## src/pmm_pkg.sv

```systemverilog
// shared constants and carrier types for the paged memory address map
package pmm_pkg;
  localparam int          AW         = 16;
  localparam int          GW         = 23;
  localparam logic [15:0] DF_LO      = 16'h0800;
  localparam logic [15:0] DF_HI      = 16'h0BFF;
  localparam logic [15:0] RSV_LO     = 16'h0400;
  localparam logic [15:0] RSV_HI     = 16'h13FF;
  localparam logic [15:0] PR_LO      = 16'h1000;
  localparam logic [15:0] PR_HI      = 16'h1FFF;
  localparam logic [15:0] UR_LO      = 16'h2000;
  localparam logic [15:0] UR_HI      = 16'h3FFF;
  localparam logic [15:0] PF_LO      = 16'h8000;
  localparam logic [15:0] PF_HI      = 16'hBFFF;
  localparam logic [15:0] REG_HI     = 16'h03FF;
  localparam logic [15:0] DR_LO      = 16'h0340;
  localparam int          DR_BYTES   = 20;
  localparam logic [4:0]  DF_FIX     = 5'h04;
  localparam logic [2:0]  RAM_FIX    = 3'h7;
  localparam logic [0:0]  PF_FIX     = 1'h1;
  localparam logic [6:0]  REG_FIX    = 7'h00;
  localparam logic [6:0]  UR_PG7     = 7'h7F;
  localparam logic [7:0]  UPF_LO_PG  = 8'hFD;
  localparam logic [7:0]  UPF_HI_PG  = 8'hFF;
  localparam logic [7:0]  DF_PG_RST  = 8'h00;
  localparam logic [7:0]  RAM_PG_RST = 8'hFD;
  localparam logic [7:0]  PF_PG_RST  = 8'hFE;
  localparam logic [7:0]  OFS_DFPG   = 8'h00;
  localparam logic [7:0]  OFS_RAMPG  = 8'h04;
  localparam logic [7:0]  OFS_PFPG   = 8'h08;
  localparam logic [7:0]  OFS_DISP   = 8'h0C;
  localparam logic [7:0]  OFS_STAT   = 8'h10;
  localparam logic [1:0]  RESP_OK    = 2'h0;
  localparam logic [1:0]  RESP_SLV   = 2'h2;
  typedef enum logic [2:0] {
    RG_REG, RG_RSV, RG_DF, RG_DISP, RG_PRAM, RG_URAM, RG_PPF, RG_UPF
  } pmm_region_t;
  typedef struct packed {
    logic        valid;
    logic        write;
    logic [15:0] addr;
    logic [7:0]  wdata;
  } pmm_lreq_t;
  typedef struct packed {
    logic        valid;
    logic        write;
    pmm_region_t region;
    logic [22:0] addr;
    logic [7:0]  wdata;
  } pmm_gbus_t;
endpackage

```

## src/pmm_map.sv

```systemverilog
// local to global address mapper with page registers and display ram
// Function
// - 256K data flash via one 1K window
// - 0x400-0x7FF and 0xC00-0xFFF: writes dropped, reads zero
// - data flash: 5 fixed, page, 10 offset
// - paged ram: 3 fixed, page, 12 offset
// - 4K paged ram window at 0x1000
// - 8K unpaged ram at 0x2000-0x3FFF
// - 20-byte display ram usable when display off
// - decode full 64K local space from zero
// - program flash window 0x8000-0xBFFF paged
`timescale 1ns/1ps
module pmm_map (
  input  wire logic              CLOCK,     // 20 MHz
  input  wire logic              RST_N,     // sync reset
  input  wire pmm_pkg::pmm_lreq_t LREQ,     // cpu or debug request
  input  wire logic [4:0]        DISP_IDX,  // display fetch index
  output logic                   LB_RVALID, // local read answer
  output logic [7:0]             LB_RDATA,  // local read data
  output pmm_pkg::pmm_gbus_t     GBUS,      // global access
  output logic [7:0]             DISP_SEG,  // display fetch data
  input  wire logic [7:0]        AWADDR,    // axi write address
  input  wire logic              AWVALID,   // axi
  output logic                   AWREADY,   // axi
  input  wire logic [31:0]       WDATA,     // axi
  input  wire logic [3:0]        WSTRB,     // axi
  input  wire logic              WVALID,    // axi
  output logic                   WREADY,    // axi
  output logic [1:0]             BRESP,     // axi
  output logic                   BVALID,    // axi
  input  wire logic              BREADY,    // axi
  input  wire logic [7:0]        ARADDR,    // axi read address
  input  wire logic              ARVALID,   // axi
  output logic                   ARREADY,   // axi
  output logic [31:0]            RDATA,     // axi
  output logic [1:0]             RRESP,     // axi
  output logic                   RVALID,    // axi
  input  wire logic              RREADY     // axi
);
  logic [7:0]            df_page_ff, ram_page_ff, pf_page_ff;
  logic                  disp_en_ff, rsv_hit_ff;
  pmm_pkg::pmm_region_t  last_rg_ff;
  logic [7:0]            dram_ff [pmm_pkg::DR_BYTES];
  logic [7:0]            awaddr_ff;
  logic [31:0]           wdata_ff;
  logic [3:0]            wstrb_ff;
  logic                  aw_ok_ff, w_ok_ff;
  pmm_pkg::pmm_region_t  rg;
  logic [22:0]           ga;
  logic [15:0]           a;
  logic [15:0]           didx;
  logic                  do_wr, rsv_wr;

  assign a    = LREQ.addr;
  assign didx = a - pmm_pkg::DR_LO;

  // windows cut into the reserved range take precedence over it
  always_comb begin
    rg = pmm_pkg::RG_UPF;
    if (a >= pmm_pkg::DF_LO && a <= pmm_pkg::DF_HI) begin
      rg = pmm_pkg::RG_DF;
    end else if (a >= pmm_pkg::PR_LO && a <= pmm_pkg::PR_HI) begin
      rg = pmm_pkg::RG_PRAM;
    end else if (a >= pmm_pkg::RSV_LO && a <= pmm_pkg::RSV_HI) begin
      rg = pmm_pkg::RG_RSV;
    end else if (a >= pmm_pkg::DR_LO
                 && didx < 16'(pmm_pkg::DR_BYTES)) begin
      rg = pmm_pkg::RG_DISP;
    end else if (a <= pmm_pkg::REG_HI) begin
      rg = pmm_pkg::RG_REG;
    end else if (a >= pmm_pkg::UR_LO && a <= pmm_pkg::UR_HI) begin
      rg = pmm_pkg::RG_URAM;
    end else if (a >= pmm_pkg::PF_LO && a <= pmm_pkg::PF_HI) begin
      rg = pmm_pkg::RG_PPF;
    end
  end

  always_comb begin
    case (rg)
      pmm_pkg::RG_DF:   ga = {pmm_pkg::DF_FIX, df_page_ff, a[9:0]};
      pmm_pkg::RG_PRAM: ga = {pmm_pkg::RAM_FIX, ram_page_ff, a[11:0]};
      pmm_pkg::RG_URAM: ga = {pmm_pkg::RAM_FIX, pmm_pkg::UR_PG7, a[12:0]};
      pmm_pkg::RG_PPF:  ga = {pmm_pkg::PF_FIX, pf_page_ff, a[13:0]};
      pmm_pkg::RG_UPF:  ga = {pmm_pkg::PF_FIX,
                              a[15] ? pmm_pkg::UPF_HI_PG : pmm_pkg::UPF_LO_PG,
                              a[13:0]};
      default:          ga = {pmm_pkg::REG_FIX, a};
    endcase
  end

  assign rsv_wr = LREQ.valid && LREQ.write && rg == pmm_pkg::RG_RSV;

  always_ff @(posedge CLOCK) begin
    if (!RST_N) begin
      GBUS <= '0;
    end else begin
      GBUS.valid  <= LREQ.valid && rg != pmm_pkg::RG_RSV
                     && rg != pmm_pkg::RG_DISP;
      GBUS.write  <= LREQ.write;
      GBUS.region <= rg;
      GBUS.addr   <= ga;
      GBUS.wdata  <= LREQ.wdata;
    end
  end

  // display ram: cpu side always open; fetch port only while enabled
  always_ff @(posedge CLOCK) begin
    if (!RST_N) begin
      LB_RVALID <= 1'b0;
      LB_RDATA  <= 8'h00;
    end else begin
      LB_RVALID <= LREQ.valid && !LREQ.write
                   && (rg == pmm_pkg::RG_RSV || rg == pmm_pkg::RG_DISP);
      LB_RDATA  <= 8'h00;
      if (LREQ.valid && !LREQ.write && rg == pmm_pkg::RG_DISP) begin
        LB_RDATA <= dram_ff[didx[4:0]];
      end
    end
  end

  always_ff @(posedge CLOCK) begin
    if (!RST_N) begin
      for (int i = 0; i < pmm_pkg::DR_BYTES; i++) begin
        dram_ff[i] <= 8'h00;
      end
    end else if (LREQ.valid && LREQ.write && rg == pmm_pkg::RG_DISP) begin
      dram_ff[didx[4:0]] <= LREQ.wdata;
    end
  end

  always_ff @(posedge CLOCK) begin
    if (!RST_N) begin
      DISP_SEG <= 8'h00;
    end else begin
      DISP_SEG <= (disp_en_ff && DISP_IDX < 5'(pmm_pkg::DR_BYTES))
                  ? dram_ff[DISP_IDX] : 8'h00;
    end
  end

  // axi write: address and data taken in either order, answered together
  assign do_wr = aw_ok_ff && w_ok_ff && !BVALID;

  always_ff @(posedge CLOCK) begin
    if (!RST_N) begin
      aw_ok_ff  <= 1'b0;
      w_ok_ff   <= 1'b0;
      awaddr_ff <= 8'h00;
      wdata_ff  <= 32'h0000_0000;
      wstrb_ff  <= 4'h0;
      AWREADY   <= 1'b0;
      WREADY    <= 1'b0;
      BVALID    <= 1'b0;
      BRESP     <= pmm_pkg::RESP_OK;
    end else begin
      AWREADY <= !aw_ok_ff && !(AWVALID && AWREADY);
      WREADY  <= !w_ok_ff && !(WVALID && WREADY);
      if (AWVALID && AWREADY) begin
        aw_ok_ff  <= 1'b1;
        awaddr_ff <= AWADDR;
      end
      if (WVALID && WREADY) begin
        w_ok_ff  <= 1'b1;
        wdata_ff <= WDATA;
        wstrb_ff <= WSTRB;
      end
      if (do_wr) begin
        BVALID <= 1'b1;
        BRESP  <= (awaddr_ff <= pmm_pkg::OFS_STAT && awaddr_ff[1:0] == 2'h0)
                  ? pmm_pkg::RESP_OK : pmm_pkg::RESP_SLV;
      end else if (BVALID && BREADY) begin
        BVALID   <= 1'b0;
        aw_ok_ff <= 1'b0;
        w_ok_ff  <= 1'b0;
      end
    end
  end

  always_ff @(posedge CLOCK) begin
    if (!RST_N) begin
      df_page_ff  <= pmm_pkg::DF_PG_RST;
      ram_page_ff <= pmm_pkg::RAM_PG_RST;
      pf_page_ff  <= pmm_pkg::PF_PG_RST;
      disp_en_ff  <= 1'b0;
    end else if (do_wr && wstrb_ff[0]) begin
      if (awaddr_ff == pmm_pkg::OFS_DFPG) begin
        df_page_ff <= wdata_ff[7:0];
      end else if (awaddr_ff == pmm_pkg::OFS_RAMPG) begin
        ram_page_ff <= wdata_ff[7:0];
      end else if (awaddr_ff == pmm_pkg::OFS_PFPG) begin
        pf_page_ff <= wdata_ff[7:0];
      end else if (awaddr_ff == pmm_pkg::OFS_DISP) begin
        disp_en_ff <= wdata_ff[0];
      end
    end
  end

  // sticky dropped-write flag: a new drop beats a clear in the same cycle
  always_ff @(posedge CLOCK) begin
    if (!RST_N) begin
      rsv_hit_ff <= 1'b0;
      last_rg_ff <= pmm_pkg::RG_REG;
    end else begin
      if (rsv_wr) begin
        rsv_hit_ff <= 1'b1;
      end else if (do_wr && wstrb_ff[0] && awaddr_ff == pmm_pkg::OFS_STAT
                   && wdata_ff[0]) begin
        rsv_hit_ff <= 1'b0;
      end
      if (LREQ.valid) begin
        last_rg_ff <= rg;
      end
    end
  end

  always_ff @(posedge CLOCK) begin
    if (!RST_N) begin
      ARREADY <= 1'b0;
      RVALID  <= 1'b0;
      RDATA   <= 32'h0000_0000;
      RRESP   <= pmm_pkg::RESP_OK;
    end else begin
      ARREADY <= !RVALID && !(ARVALID && ARREADY);
      if (ARVALID && ARREADY) begin
        RVALID <= 1'b1;
        RRESP  <= pmm_pkg::RESP_OK;
        RDATA  <= 32'h0000_0000;
        if (ARADDR == pmm_pkg::OFS_DFPG) begin
          RDATA[7:0] <= df_page_ff;
        end else if (ARADDR == pmm_pkg::OFS_RAMPG) begin
          RDATA[7:0] <= ram_page_ff;
        end else if (ARADDR == pmm_pkg::OFS_PFPG) begin
          RDATA[7:0] <= pf_page_ff;
        end else if (ARADDR == pmm_pkg::OFS_DISP) begin
          RDATA[0] <= disp_en_ff;
        end else if (ARADDR == pmm_pkg::OFS_STAT) begin
          RDATA[3:0] <= {last_rg_ff, rsv_hit_ff};
        end else begin
          RRESP <= pmm_pkg::RESP_SLV;
        end
      end else if (RVALID && RREADY) begin
        RVALID <= 1'b0;
      end
    end
  end

  property p_df_addr;
    @(posedge CLOCK) disable iff (!RST_N)
    LREQ.valid && rg == pmm_pkg::RG_DF |=> GBUS.valid
      && GBUS.addr == {pmm_pkg::DF_FIX, $past(df_page_ff),
                       $past(LREQ.addr[9:0])};
  endproperty
  a_df_addr: assert property (p_df_addr)
    else $error("data flash global address wrong");

  property p_pram_addr;
    @(posedge CLOCK) disable iff (!RST_N)
    LREQ.valid && a[15:12] == 4'h1 |=> GBUS.region == pmm_pkg::RG_PRAM
      && GBUS.addr[19:12] == $past(ram_page_ff)
      && GBUS.addr[22:20] == pmm_pkg::RAM_FIX;
  endproperty
  a_pram_addr: assert property (p_pram_addr)
    else $error("paged ram global address wrong");

  property p_rsv_wr;
    @(posedge CLOCK) disable iff (!RST_N)
    rsv_wr |=> !GBUS.valid && !LB_RVALID && rsv_hit_ff;
  endproperty
  a_rsv_wr: assert property (p_rsv_wr)
    else $error("reserved write not dropped");

  property p_rsv_rd;
    @(posedge CLOCK) disable iff (!RST_N)
    LREQ.valid && !LREQ.write && rg == pmm_pkg::RG_RSV
      |=> LB_RVALID && LB_RDATA == 8'h00;
  endproperty
  a_rsv_rd: assert property (p_rsv_rd)
    else $error("reserved read not zero");

  property p_uram;
    @(posedge CLOCK) disable iff (!RST_N)
    LREQ.valid && a[15:13] == 3'h1 |=> GBUS.region == pmm_pkg::RG_URAM
      && GBUS.addr[19:13] == pmm_pkg::UR_PG7;
  endproperty
  a_uram: assert property (p_uram)
    else $error("unpaged ram depends on page");

  property p_ppf;
    @(posedge CLOCK) disable iff (!RST_N)
    LREQ.valid && a[15:14] == 2'h2 |=>
      GBUS.addr == {pmm_pkg::PF_FIX, $past(pf_page_ff), $past(a[13:0])};
  endproperty
  a_ppf: assert property (p_ppf)
    else $error("program flash window address wrong");

  // write, one idle cycle, then a read of the same byte returns the data
  property p_dram;
    @(posedge CLOCK) disable iff (!RST_N)
    LREQ.valid && LREQ.write && rg == pmm_pkg::RG_DISP ##1 !LREQ.valid
      ##1 LREQ.valid && !LREQ.write && LREQ.addr == $past(LREQ.addr, 2)
      |=> LB_RVALID && LB_RDATA == $past(LREQ.wdata, 3);
  endproperty
  a_dram: assert property (p_dram)
    else $error("display ram read-back mismatch");

  property p_page_wr;
    @(posedge CLOCK) disable iff (!RST_N)
    do_wr && wstrb_ff[0] && awaddr_ff == pmm_pkg::OFS_RAMPG
      |=> BVALID && ram_page_ff == $past(wdata_ff[7:0]);
  endproperty
  a_page_wr: assert property (p_page_wr)
    else $error("page register write lost");

  property p_answered;
    @(posedge CLOCK) disable iff (!RST_N)
    LREQ.valid |=> GBUS.valid || LB_RVALID || $past(rsv_wr)
      || ($past(LREQ.write) && $past(rg) == pmm_pkg::RG_DISP);
  endproperty
  a_answered: assert property (p_answered)
    else $error("local access not decoded");
endmodule

```

## config.mk

```make
export PLATFORM = sky130hd
export DESIGN_NAME = pmm_map
export DESIGN_NICKNAME = d
export VERILOG_FILES = /design/src/pmm_pkg.sv /design/src/pmm_map.sv
export SDC_FILE = /design/constraint.sdc
export NUM_CORES = 1
export LEC_CHECK = 0
export BUFFER_PORTS_ARGS = -buffer_cell sky130_fd_sc_hd__buf_2
export CELL_PAD_IN_SITES_DETAIL_PLACEMENT = 1
export CELL_PAD_IN_SITES_GLOBAL_PLACEMENT = 1
export CORE_UTILIZATION = 42
export DETAILED_ROUTE_END_ITERATION = 16
export PLACE_DENSITY = 0.78
export SLEW_MARGIN = 20
export SYNTH_ARGS = -nofsm -noshare
export SYNTH_HDL_FRONTEND = slang
export SYNTH_SLANG_ARGS = --single-unit
```

## constraint.sdc

```tcl
create_clock -name CLOCK -period 4 [get_ports CLOCK]
set_input_delay 0.8 -clock CLOCK [delete_from_list [all_inputs] [get_ports CLOCK]]
set_output_delay 0.8 -clock CLOCK [all_outputs]
set_load 0.1 [all_outputs]
```

-- Word-level counts from Yosys, hierarchy flattened
Memories as Yosys holds them, arrays and structs flattened. A register that Yosys moved wholly into a read port is not among the register bits.
Cells that the tools add are included.
- add/sub/neg operators: 1
- multipliers: 0
- magnitude comparators: 15
- muxes and demuxes: 41
- reductions and logical operators: 53
- equal/unequal tests: 17
- shifts and indexed selects: 0
- bitwise operators: 3
- divide/modulo/power cells: 0
- operators by type and width (kind ; number):
    $pmux 23 s5 ; 1
    $eq 8x4->1 const B ; 4
    $le 16x13->1 const B ; 2
    $logic_and 1x1->1 ; 29
    $mux 8 ; 3
    $mux 1 ; 19
    $mux 3 ; 6
    $eq 8x3->1 const B ; 2
    $eq 8x5->1 const B ; 2
    $ge 16x10->1 const B ; 1
    $ge 16x11->1 const B ; 1
    $ge 16x12->1 const B ; 1
    $ge 16x13->1 const B ; 1
    $ge 16x14->1 const B ; 1
    $ge 16x16->1 const B ; 1
    $le 16x10->1 const B ; 1
    $le 16x12->1 const B ; 1
    $le 16x14->1 const B ; 1
    $le 16x16->1 const B ; 1
    $logic_not 8->1 ; 2
    $lt 16x5->1 const B ; 1
    $mux 2 ; 8
    $sub 16x10->16 const B ; 1
    $eq 3x3->1 const B ; 4
    18 further kinds ; 36
- memory bits (writable): 160
- bits in latches: 0
- memories kept: 1
- bits in registers: 102
- output and inout bits: 94
- input bits: 90
- ROM bits: 0
- memories (name ; words ; bits a word ; read ports ; clocked after Yosys merged registers in ; write ports ; line ; text):
    dram_ff ; 20 ; 8 ; 2 ; 2 ; 20 ; pmm_map.sv:43 ; logic [7:0] dram_ff [pmm_pkg::DR_BYTES];

-- Depth between registers and ports, before layout
Gate-level depths: netlist of run 1.
- depth in word-level cells: 16
- mapped depth: 8
- gate-level depth less buffers: 5

-- Worst setup path after synthesis of run 1
OpenSTA, ideal clock, no wires.
- kind: in2reg
- from: input port LREQ[21] (netlist name)
- to: memory dram_ff[11][0], enable pin
- arrival time: 3.023 ns
- path buffers: 1
- library setup time: 0.384 ns
- setup slack: 0.593 ns
- cell stages on the path: 6
- cells stage by stage: buf_2 > or4_1 > nand4b_2 > a2111oi_4 > nand3_1 > o21ai_0
- RTL lines (item ; line ; text):
    start, declared ; pmm_map.sv:16 ; input wire pmm_pkg::pmm_lreq_t LREQ,
    end, declared ; pmm_map.sv:43 ;

==> run metrics, run 1 <==
Post-Syn Area per Cell 13.2 µm²; R2R Path Start awaddr_ff[0]; unique cell type count in the Yosys netlist 47; CP Max Fanout 13; most common cell after layout, fill and taps aside edfxtp_1; antenna violations before repair 3; P&R area growth vs syn 18.4%; TritonCTS Buffers 40; part of the cycle the worst path needs 78.7%; flop2flop setup slack 1650 ps; die area 39,500 µm²; RSZ-0062 raised after global routing no; share of cells above drive strength 1 25.2%; register clock-pin slew on the reported worst setup and hold paths 60 ps; Largest stage delay, worst path 560 ps; largest net degree at the start of global routing 91; final worst setup slack 851 ps; Layout Skew 22.4 ps; core footprint 37,900 µm²; fmax 318 MHz; GRT Resource Usage Total 25.0%; NumNets Final 1,557; #FFs+latches synth 371; CP Data Required Time 4250 ps; die height 199 µm; CTS tree done; P per Cell Area 477 nW/µm²; Syn. warnings 0; setup TNS 0 ps; Synth top area share 47.3%; placed cell areas 17,900 µm²; Worst Setup EP dram_ff[7][4]; CTS Sinks 371; Max Root-Sink Buffers 3; floorplan row count 71; Startpoint Class primary input; vias in the first global route 11,900; max-slew violations 0; NetSw 2.37 mW; Worst-Skew Late Latency 550 ps; PostCTS Resize Cnt 0; Clock Tree Root clkbuf_16; relative slew slack 31.4%; endpoints failing setup 0; Final Util 50.8%; port buffer count 130; Synth area leaders edfxtp_1, mux4_2, dfxtp_1, nor2_1, nand2_1; Net Sw Frac 25.8%; R2R depth 5; kind of end point of the critical path flip-flop; filler cell count in the final layout 3,964; Final Hold Vio Count 0; power share of the sequential group 47.8%; Congestion Overflow GR 0; total chip power 9.19 mW; kind of critical path primary input to flip-flop; sequential-to-total area share from yosys stat 61.4%; H-tree depth 2; initial drt markers 979; Hold-fix buffers, CTS 0; Critical Path Slowest Stage Cell or4_1; post-route antenna net violation count 0; max-cap violations 0; Vias/cell 5.57; crit path time final 3150 ps; crit path from LREQ[20]; placed cells 1,936; Leak Pwr 7.12 nW; global-route wire length before repair 71,600 µm; Post-Synthesis Cell Area 16,300 µm²; Post-Place Setup Slack 331 ps; Clk pwr share 40.8%; commonest non-fill, non-tap cells in the layout edfxtp_1, nor2_1, nand2_1; # DRC 0; Avg WL per Cell 23.7 µm; measured slew at the worst slew-check pin 1030 ps; Die X 199 µm; initial core utilization 42.9%; routed wire length 47,700 µm; Synth Flop Type edfxtp_1; ys async rst share 0%; Mapped Cells 1,228; CP Cell Sequence buf_2, or4_1, nand4b_2, a2111oi_4, nand2_1, o21ai_0, buf_4; Pre-Repair DR Iteration Count 5; fin area 19,300 µm²; Comb power frac 11.3%; outcome complete, no violations; Final Non-Filler Cells 2,011; GP Congestion 0.923; dpl hpwl 33,300 µm; Post-synth EDFFs 256; I/O pin count 184; Max rail drop VDD 0.000277 V; Fin Hold WS 442 ps; internal power 6.82 mW; RR Endpoint ram_page_ff[1]; critical path arrival 3400 ps; post-synth top area cell edfxtp_1; vias 11,200; HP Class flip-flop to flip-flop; postcts setup bufs 0
synth_stat cells (22+ instances only):
| cell | count |
|---|---|
| a21boi_0 | 27 |
| nand2_1 | 134 |
| mux4_2 | 104 |
| edfxtp_1 | 256 |
| clkbuf_1 | 62 |
| buf_4 | 27 |
| mux2i_1 | 22 |
| nand3_1 | 34 |
| nor2_1 | 182 |
| dfxtp_1 | 115 |
| o21ai_0 | 46 |
| and2_1 | 27 |
flip-flops by register name, indices dropped and copies added, names as in the netlist, 3 cells and up:
register and cells:
df_page_ff 8, pf_page_ff 8, LB_RDATA 8, ram_page_ff 8, last_rg_ff 3, DISP_SEG 8, dram_ff 256, wdata_ff 8
GBUS 35, awaddr_ff 8, RDATA 8
cells by family (layout without fill, tap and decap cells):
kind of cell	Yosys count	count (layout)	share of synthesized area, %
AO/OA/AOI/OAI	155	155	6.44
buffers and inverters	122	272	3.48
flip-flops	371	371	61.4
multiplexers	142	142	16.9
other	1	123	0.0231
AND/OR/NAND/NOR	437	437	11.8
area by class of cell:
cell class	count	area, µm²	share of cell area (%)
clock inverters	23	209	1.08
inverters	15	56.3	0.292
diodes	1	2.50	0.0130
clock buffers	51	1120	5.81
well taps	511	639	3.32
flip-flops and latches	371	9990	51.9
repair buffers	183	1080	5.60
multi-input cells	856	6170	32.0
worst min path at each step:
stage / start / endpoint / slack [ps] / cells after the start
2_1_floorplan: awaddr_ff[6] / awaddr_ff[6] / 440 / 2
5_1_grt: RVALID / ARREADY / 470 / 1
3_3_place_gp: RVALID / ARREADY / 420 / 1
4_1_cts: RVALID / ARREADY / 450 / 1
3_5_place_dp: RVALID / ARREADY / 440 / 1
6_report: RVALID / ARREADY / 440 / 1
power groups by stage:
stage                     Sequential, mW  Clock [mW]  Combinational (mW)
after floorplan                     4.62           0               0.577
after global placement              4.45           0                1.01
after detailed placement            4.48           0                1.03
after CTS                           4.40        3.80                1.03
after global routing                4.42        3.93                1.09
final                               4.40        3.75                1.04
layer usage:
layer	share of wire, %	routed length (µm)	vias up	GRT usage [%]
met5	0.048	23	-	0
met3	9.1	4370	117	6.34
met2	50	23700	501	42.1
met1	38	18200	5671	31.2
li1	-	-	4907	-
met4	3.2	1530	4	8.29
critical path: cells and delay by family:
family	cells	cell delay, ps
simple gates	3	1270
compound gates	2	930
buf+inv	2	390
(Power assumes the default switching activity.)
==> run 2, diff against run 1 <==
Settings changed: PLACE_DENSITY 0.78 to 0.81.
Clock period 4 ns to 2.6 ns, I/O delays scaled along.
==> run metrics, run 2 (same netlist as run 1, synthesis figures left out) <==
outcome complete, no violations; # DRC 0; H-tree depth 2; largest registers dram_ff (256), GBUS (35); Layout Skew 28.1 ps; RSZ-0062 raised after global routing no; fin area 20,200 µm²; final worst setup slack 282 ps; internal power 10.7 mW; Worst path top cell family by delay simple AND/OR/NAND/NOR gates; Net Sw Frac 25.5%; Startpoint Class flip-flop; Final Hold Vio Count 0; CP Data Required Time 3030 ps; die height 199 µm; post-route antenna net violation count 0; measured slew at the worst slew-check pin 750 ps; Avg WL per Cell 22.4 µm; critical path arrival 2750 ps; placed cell areas 18,800 µm²; Critical Path Slowest Stage Cell or4_1; kind of end point of the critical path flip-flop; GP Congestion 0.866; part of the cycle the worst path needs 89.2%; most common cell after layout, fill and taps aside edfxtp_1; Largest register FFs 256; Worst-Skew Late Latency 570 ps; Hold-fix buffers, CTS 0; I/O pin count 184; worst path bufs/invs 0; total chip power 14.4 mW; largest net degree at the start of global routing 63; CTS Sinks 371; core footprint 37,900 µm²; max-slew violations 0; Clock Tree Root clkbuf_16; fmax 431 MHz; CP Cell Sequence or4_1, nor4_2, nand3b_1, mux2i_1, nand2_1; Max rail drop VDD 0.000570 V; Leak Pwr 7.49 nW; HP Class primary input to flip-flop; Congestion Overflow GR 0; commonest non-fill, non-tap cells in the layout edfxtp_1, nor2_1, nand2_1; GRT Resource Usage Total 24.0%; initial core utilization 42.9%; relative slew slack 50.0%; PostCTS Resize Cnt 0; dpl hpwl 33,400 µm; P per Cell Area 712 nW/µm²; routed wire length 45,900 µm; Largest stage delay, worst path 600 ps; power share of the sequential group 47.1%; global-route wire length before repair 70,200 µm; antenna violations before repair 3; vias 11,300; Final Util 53.2%; Top reg by flops dram_ff; P&R area growth vs syn 24.1%; Vias/cell 5.49; Clk pwr share 41.2%; Die X 199 µm; CTS tree done; Post-Place Setup Slack -136 ps; register clock-pin slew on the reported worst setup and hold paths 60 ps; share of cells above drive strength 1 28.4%; floorplan row count 71; initial drt markers 983; Comb power frac 11.7%; max-cap violations 0; TritonCTS Buffers 41; postcts setup bufs 0; endpoints failing setup 0; NetSw 3.66 mW; die area 39,500 µm²; Max Root-Sink Buffers 3; port buffer count 130; kind of critical path flip-flop to flip-flop; CP Max Fanout 8; crit path time final 2320 ps; NumNets Final 1,594; vias in the first global route 12,000; Pre-Repair DR Iteration Count 7; filler cell count in the final layout 3,849
run 2: changes by cell type in the layout (fill, tap and decap cells not counted), moves of 3 or more:
cell,before,now
nand3_1,34,31
buf_4,53,64
nand3_4,0,3
o21ai_4,0,20
clkinv_2,13,7
clkbuf_1,5,10
buf_12,2,27
o21ai_0,46,26
clkbuf_8,3,7
run 2: final timing paths:
path           startpoint             to  slack (ps)  cells after the start
max          awaddr_ff[0]  pf_page_ff[1]         280                      5
min reg2reg        RVALID        ARREADY         460                      1
min              LREQ[17]       GBUS[17]         170                      2
max reg2reg  awaddr_ff[0]  pf_page_ff[1]         280                      5
run 2: final cells by class:
cell class              count  area [µm²]  share of cell area, %
repair buffers            219        1660                   8.23
clock inverters            15         140                  0.694
flip-flops and latches    371        9990                   49.5
well taps                 511         639                   3.17
multi-input cells         856        6460                   32.0
diodes                      1        2.50                 0.0124
inverters                  15        56.3                  0.279
clock buffers              61        1230                   6.12
run 2: per-layer routing:
metal | GRT usage, % | wire length (µm) | share of wire [%]
met1 | 30.8 | 18200 | 40
met4 | 7.32 | 1190 | 2.6
met2 | 41.0 | 22900 | 50
met5 | 0 | 18 | 0.039
met3 | 4.80 | 3610 | 7.9
run 2: stage by stage:
step	hold slack, ps	setup TNS, ps	cells
floorplan	438	-15490	1349
global placement	431	-5360	1972
detailed placement	458	-13810	1972
CTS	157	0	2048
global route	168	0	2049
finish	175	0	2049
run 2: power groups by stage:
stage                     Sequential, mW  Clock [mW]  Combinational (mW)
final                               6.77        5.92                1.68
after global routing                6.80        6.25                1.76
after floorplan                     7.11           0               0.926
after global placement              6.85           0                1.62
after detailed placement            6.89           0                1.66
after CTS                           6.77        6.05                1.67
==> run 3, diff against run 2 <==
Settings changed: ABC_AREA set to 1, CELL_PAD_IN_SITES_DETAIL_PLACEMENT 1 to 0, CORE_UTILIZATION 42 to 41, PLACE_DENSITY 0.81 to 0.73.
==> run metrics, run 3 <==
Die X 214 µm; outcome complete, no violations; I/O pin count 184; CTS Sinks 371; Leak Pwr 9.18 nW; diodes inserted 0; Vias/cell 5.06; GRT Resource Usage Total 24.2%; Max rail drop VDD 0.000474 V; setup TNS 0 ps; share of cells above drive strength 1 21.2%; postcts setup bufs 0; Startpoint Class primary input; Synth top area share 41.9%; Hold-fix buffers, CTS 0; commonest non-fill, non-tap cells in the layout nand2_1, edfxtp_1, o21ai_0; R2R depth 8; Avg WL per Cell 18.2 µm; Largest register FFs 256; Post-Syn Area per Cell 8.81 µm²; dpl hpwl 38,000 µm; Synth area leaders edfxtp_1, dfxtp_1, nand2_1, o21ai_0, nor2_2; fin area 21,800 µm²; CTS tree done; fmax 493 MHz; sequential-to-total area share from yosys stat 54.4%; Mapped Cells 2,084; CP Max Fanout 8; post-synth top area cell edfxtp_1; part of the cycle the worst path needs 78.0%; Final Util 49.4%; P per Cell Area 669 nW/µm²; endpoints failing setup 0; Worst Hold Depth 2; most common cell after layout, fill and taps aside nand2_1; placed cell areas 20,400 µm²; filler cell count in the final layout 4,160; initial core utilization 41.5%; vias 14,900; critical path arrival 2250 ps; CP Data Required Time 2820 ps; register clock-pin slew on the reported worst setup and hold paths 60 ps; #FFs+latches synth 371; NumNets Final 2,419; Worst-Skew Late Latency 570 ps; largest registers dram_ff (256), GBUS (35); port buffer count 130; Pre-Repair DR Iteration Count 5; Post-Synthesis Cell Area 18,400 µm²; largest net degree at the start of global routing 87; Final Hold Vio Count 0; most frequent cell after synthesis nand2_1; TritonCTS Buffers 43; Clock Tree Root clkbuf_16; post-route antenna net violation count 0; routed wire length 53,800 µm; P&R area growth vs syn 18.9%; Commonest cells post-synth nand2_1, edfxtp_1, o21ai_0, inv_1, nor2_2; PostCTS Resize Cnt 0; vias in the first global route 14,500; crit path time final 2030 ps; Congestion Overflow GR 0; Top reg by flops dram_ff; Synth Flop Type edfxtp_1; Syn. warnings 0; ys async rst share 0%; final worst setup slack 572 ps; Layout Skew 17.2 ps; max-slew violations 0; measured slew at the worst slew-check pin 572 ps; die height 214 µm; # DRC 0; kind of critical path primary input to flip-flop; Post-Place Setup Slack -1.23 ps; HP Class primary input to flip-flop; max-cap violations 0; relative slew slack 61.6%; Post-synth EDFFs 256; global-route wire length before repair 82,400 µm; unique cell type count in the Yosys netlist 36; GP Congestion 0.877; H-tree depth 2; floorplan row count 77; RSZ-0062 raised after global routing no; kind of end point of the critical path flip-flop; Max Root-Sink Buffers 3; die area 45,600 µm²; antenna violations before repair 0; core footprint 44,200 µm²; initial drt markers 1,171
## run 3: cell types whose count changed after synthesis, moves of 27 or more
cell / delta
mux4_2: -104
o211ai_1: +65
a21boi_0: -27
o21ai_1: +28
nor2_2: +165
nand2_1: +299
inv_1: +175
nand3_1: +33
a21oi_1: +88
o21ai_0: +200
and2_1: -27
## run 3: metal layers
metal	track usage [%]	vias to the layer above	share of wire (%)
met2	40.7	462	48
met3	3.76	95	5.8
met4	8.52	0	3.0
li1	-	7315	-
met5	0	-	0
met1	31.5	7077	43
## run 3: worst paths after layout
check | start | slack, ps | to
min | RREADY | 130 | RVALID
max | LREQ[23] | 570 | dram_ff[4][6]
min reg2reg | wstrb_ff[0] | 460 | wstrb_ff[0]
max reg2reg | aw_ok_ff | 790 | ram_page_ff[1]
## run 3: cell type report
type	count	area, µm²	area share, %
Sequential cell	371	9990	45.8
Multi-Input combinational cell	1483	7340	33.6
Timing Repair Buffer	225	1590	7.27
Clock buffer	57	1210	5.55
Inverter	205	774	3.55
Tap cell	592	741	3.39
Clock inverter	23	180	0.825
## run 3: power breakdown
part           switching [mW]  total (mW)  internal (mW)  leakage, nW
combinational            1.45        1.89          0.431         5.09
clock                    2.45        5.93           3.48        0.691
sequential              0.137        6.77           6.64         3.40
## run 3: worst max-delay path, stage by stage
cell and delay (ps):
buf_2 130, nor3_1 320, nand3_1 180, nand3_2 140, nand3_4 110, nor2_8 220
buf_4 240, nand3_4 80, nand2_1 300
## run 3: stage by stage
stage / hold slack, ps / power, mW / cells
global route: 133 / 15.1 / 2956
global placement: 446 / 8.75 / 2876
floorplan: 424 / 8.19 / 2205
CTS: 98.9 / 14.7 / 2956
finish: 127 / 14.6 / 2956
detailed placement: 448 / 8.77 / 2876
## run 3: cells by family (layout without fill, tap and decap cells)
| kind of cell | count (synthesis) | in the layout | synth area share (%) |
|---|---|---|---|
| DFF | 371 | 371 | 54.4 |
| AOI/OAI and AO/OA | 467 | 467 | 14.0 |
| and+or+nand+nor | 894 | 894 | 23.4 |
| buffers and inverters | 351 | 510 | 8.18 |
| other | 1 | 122 | 0.0204 |
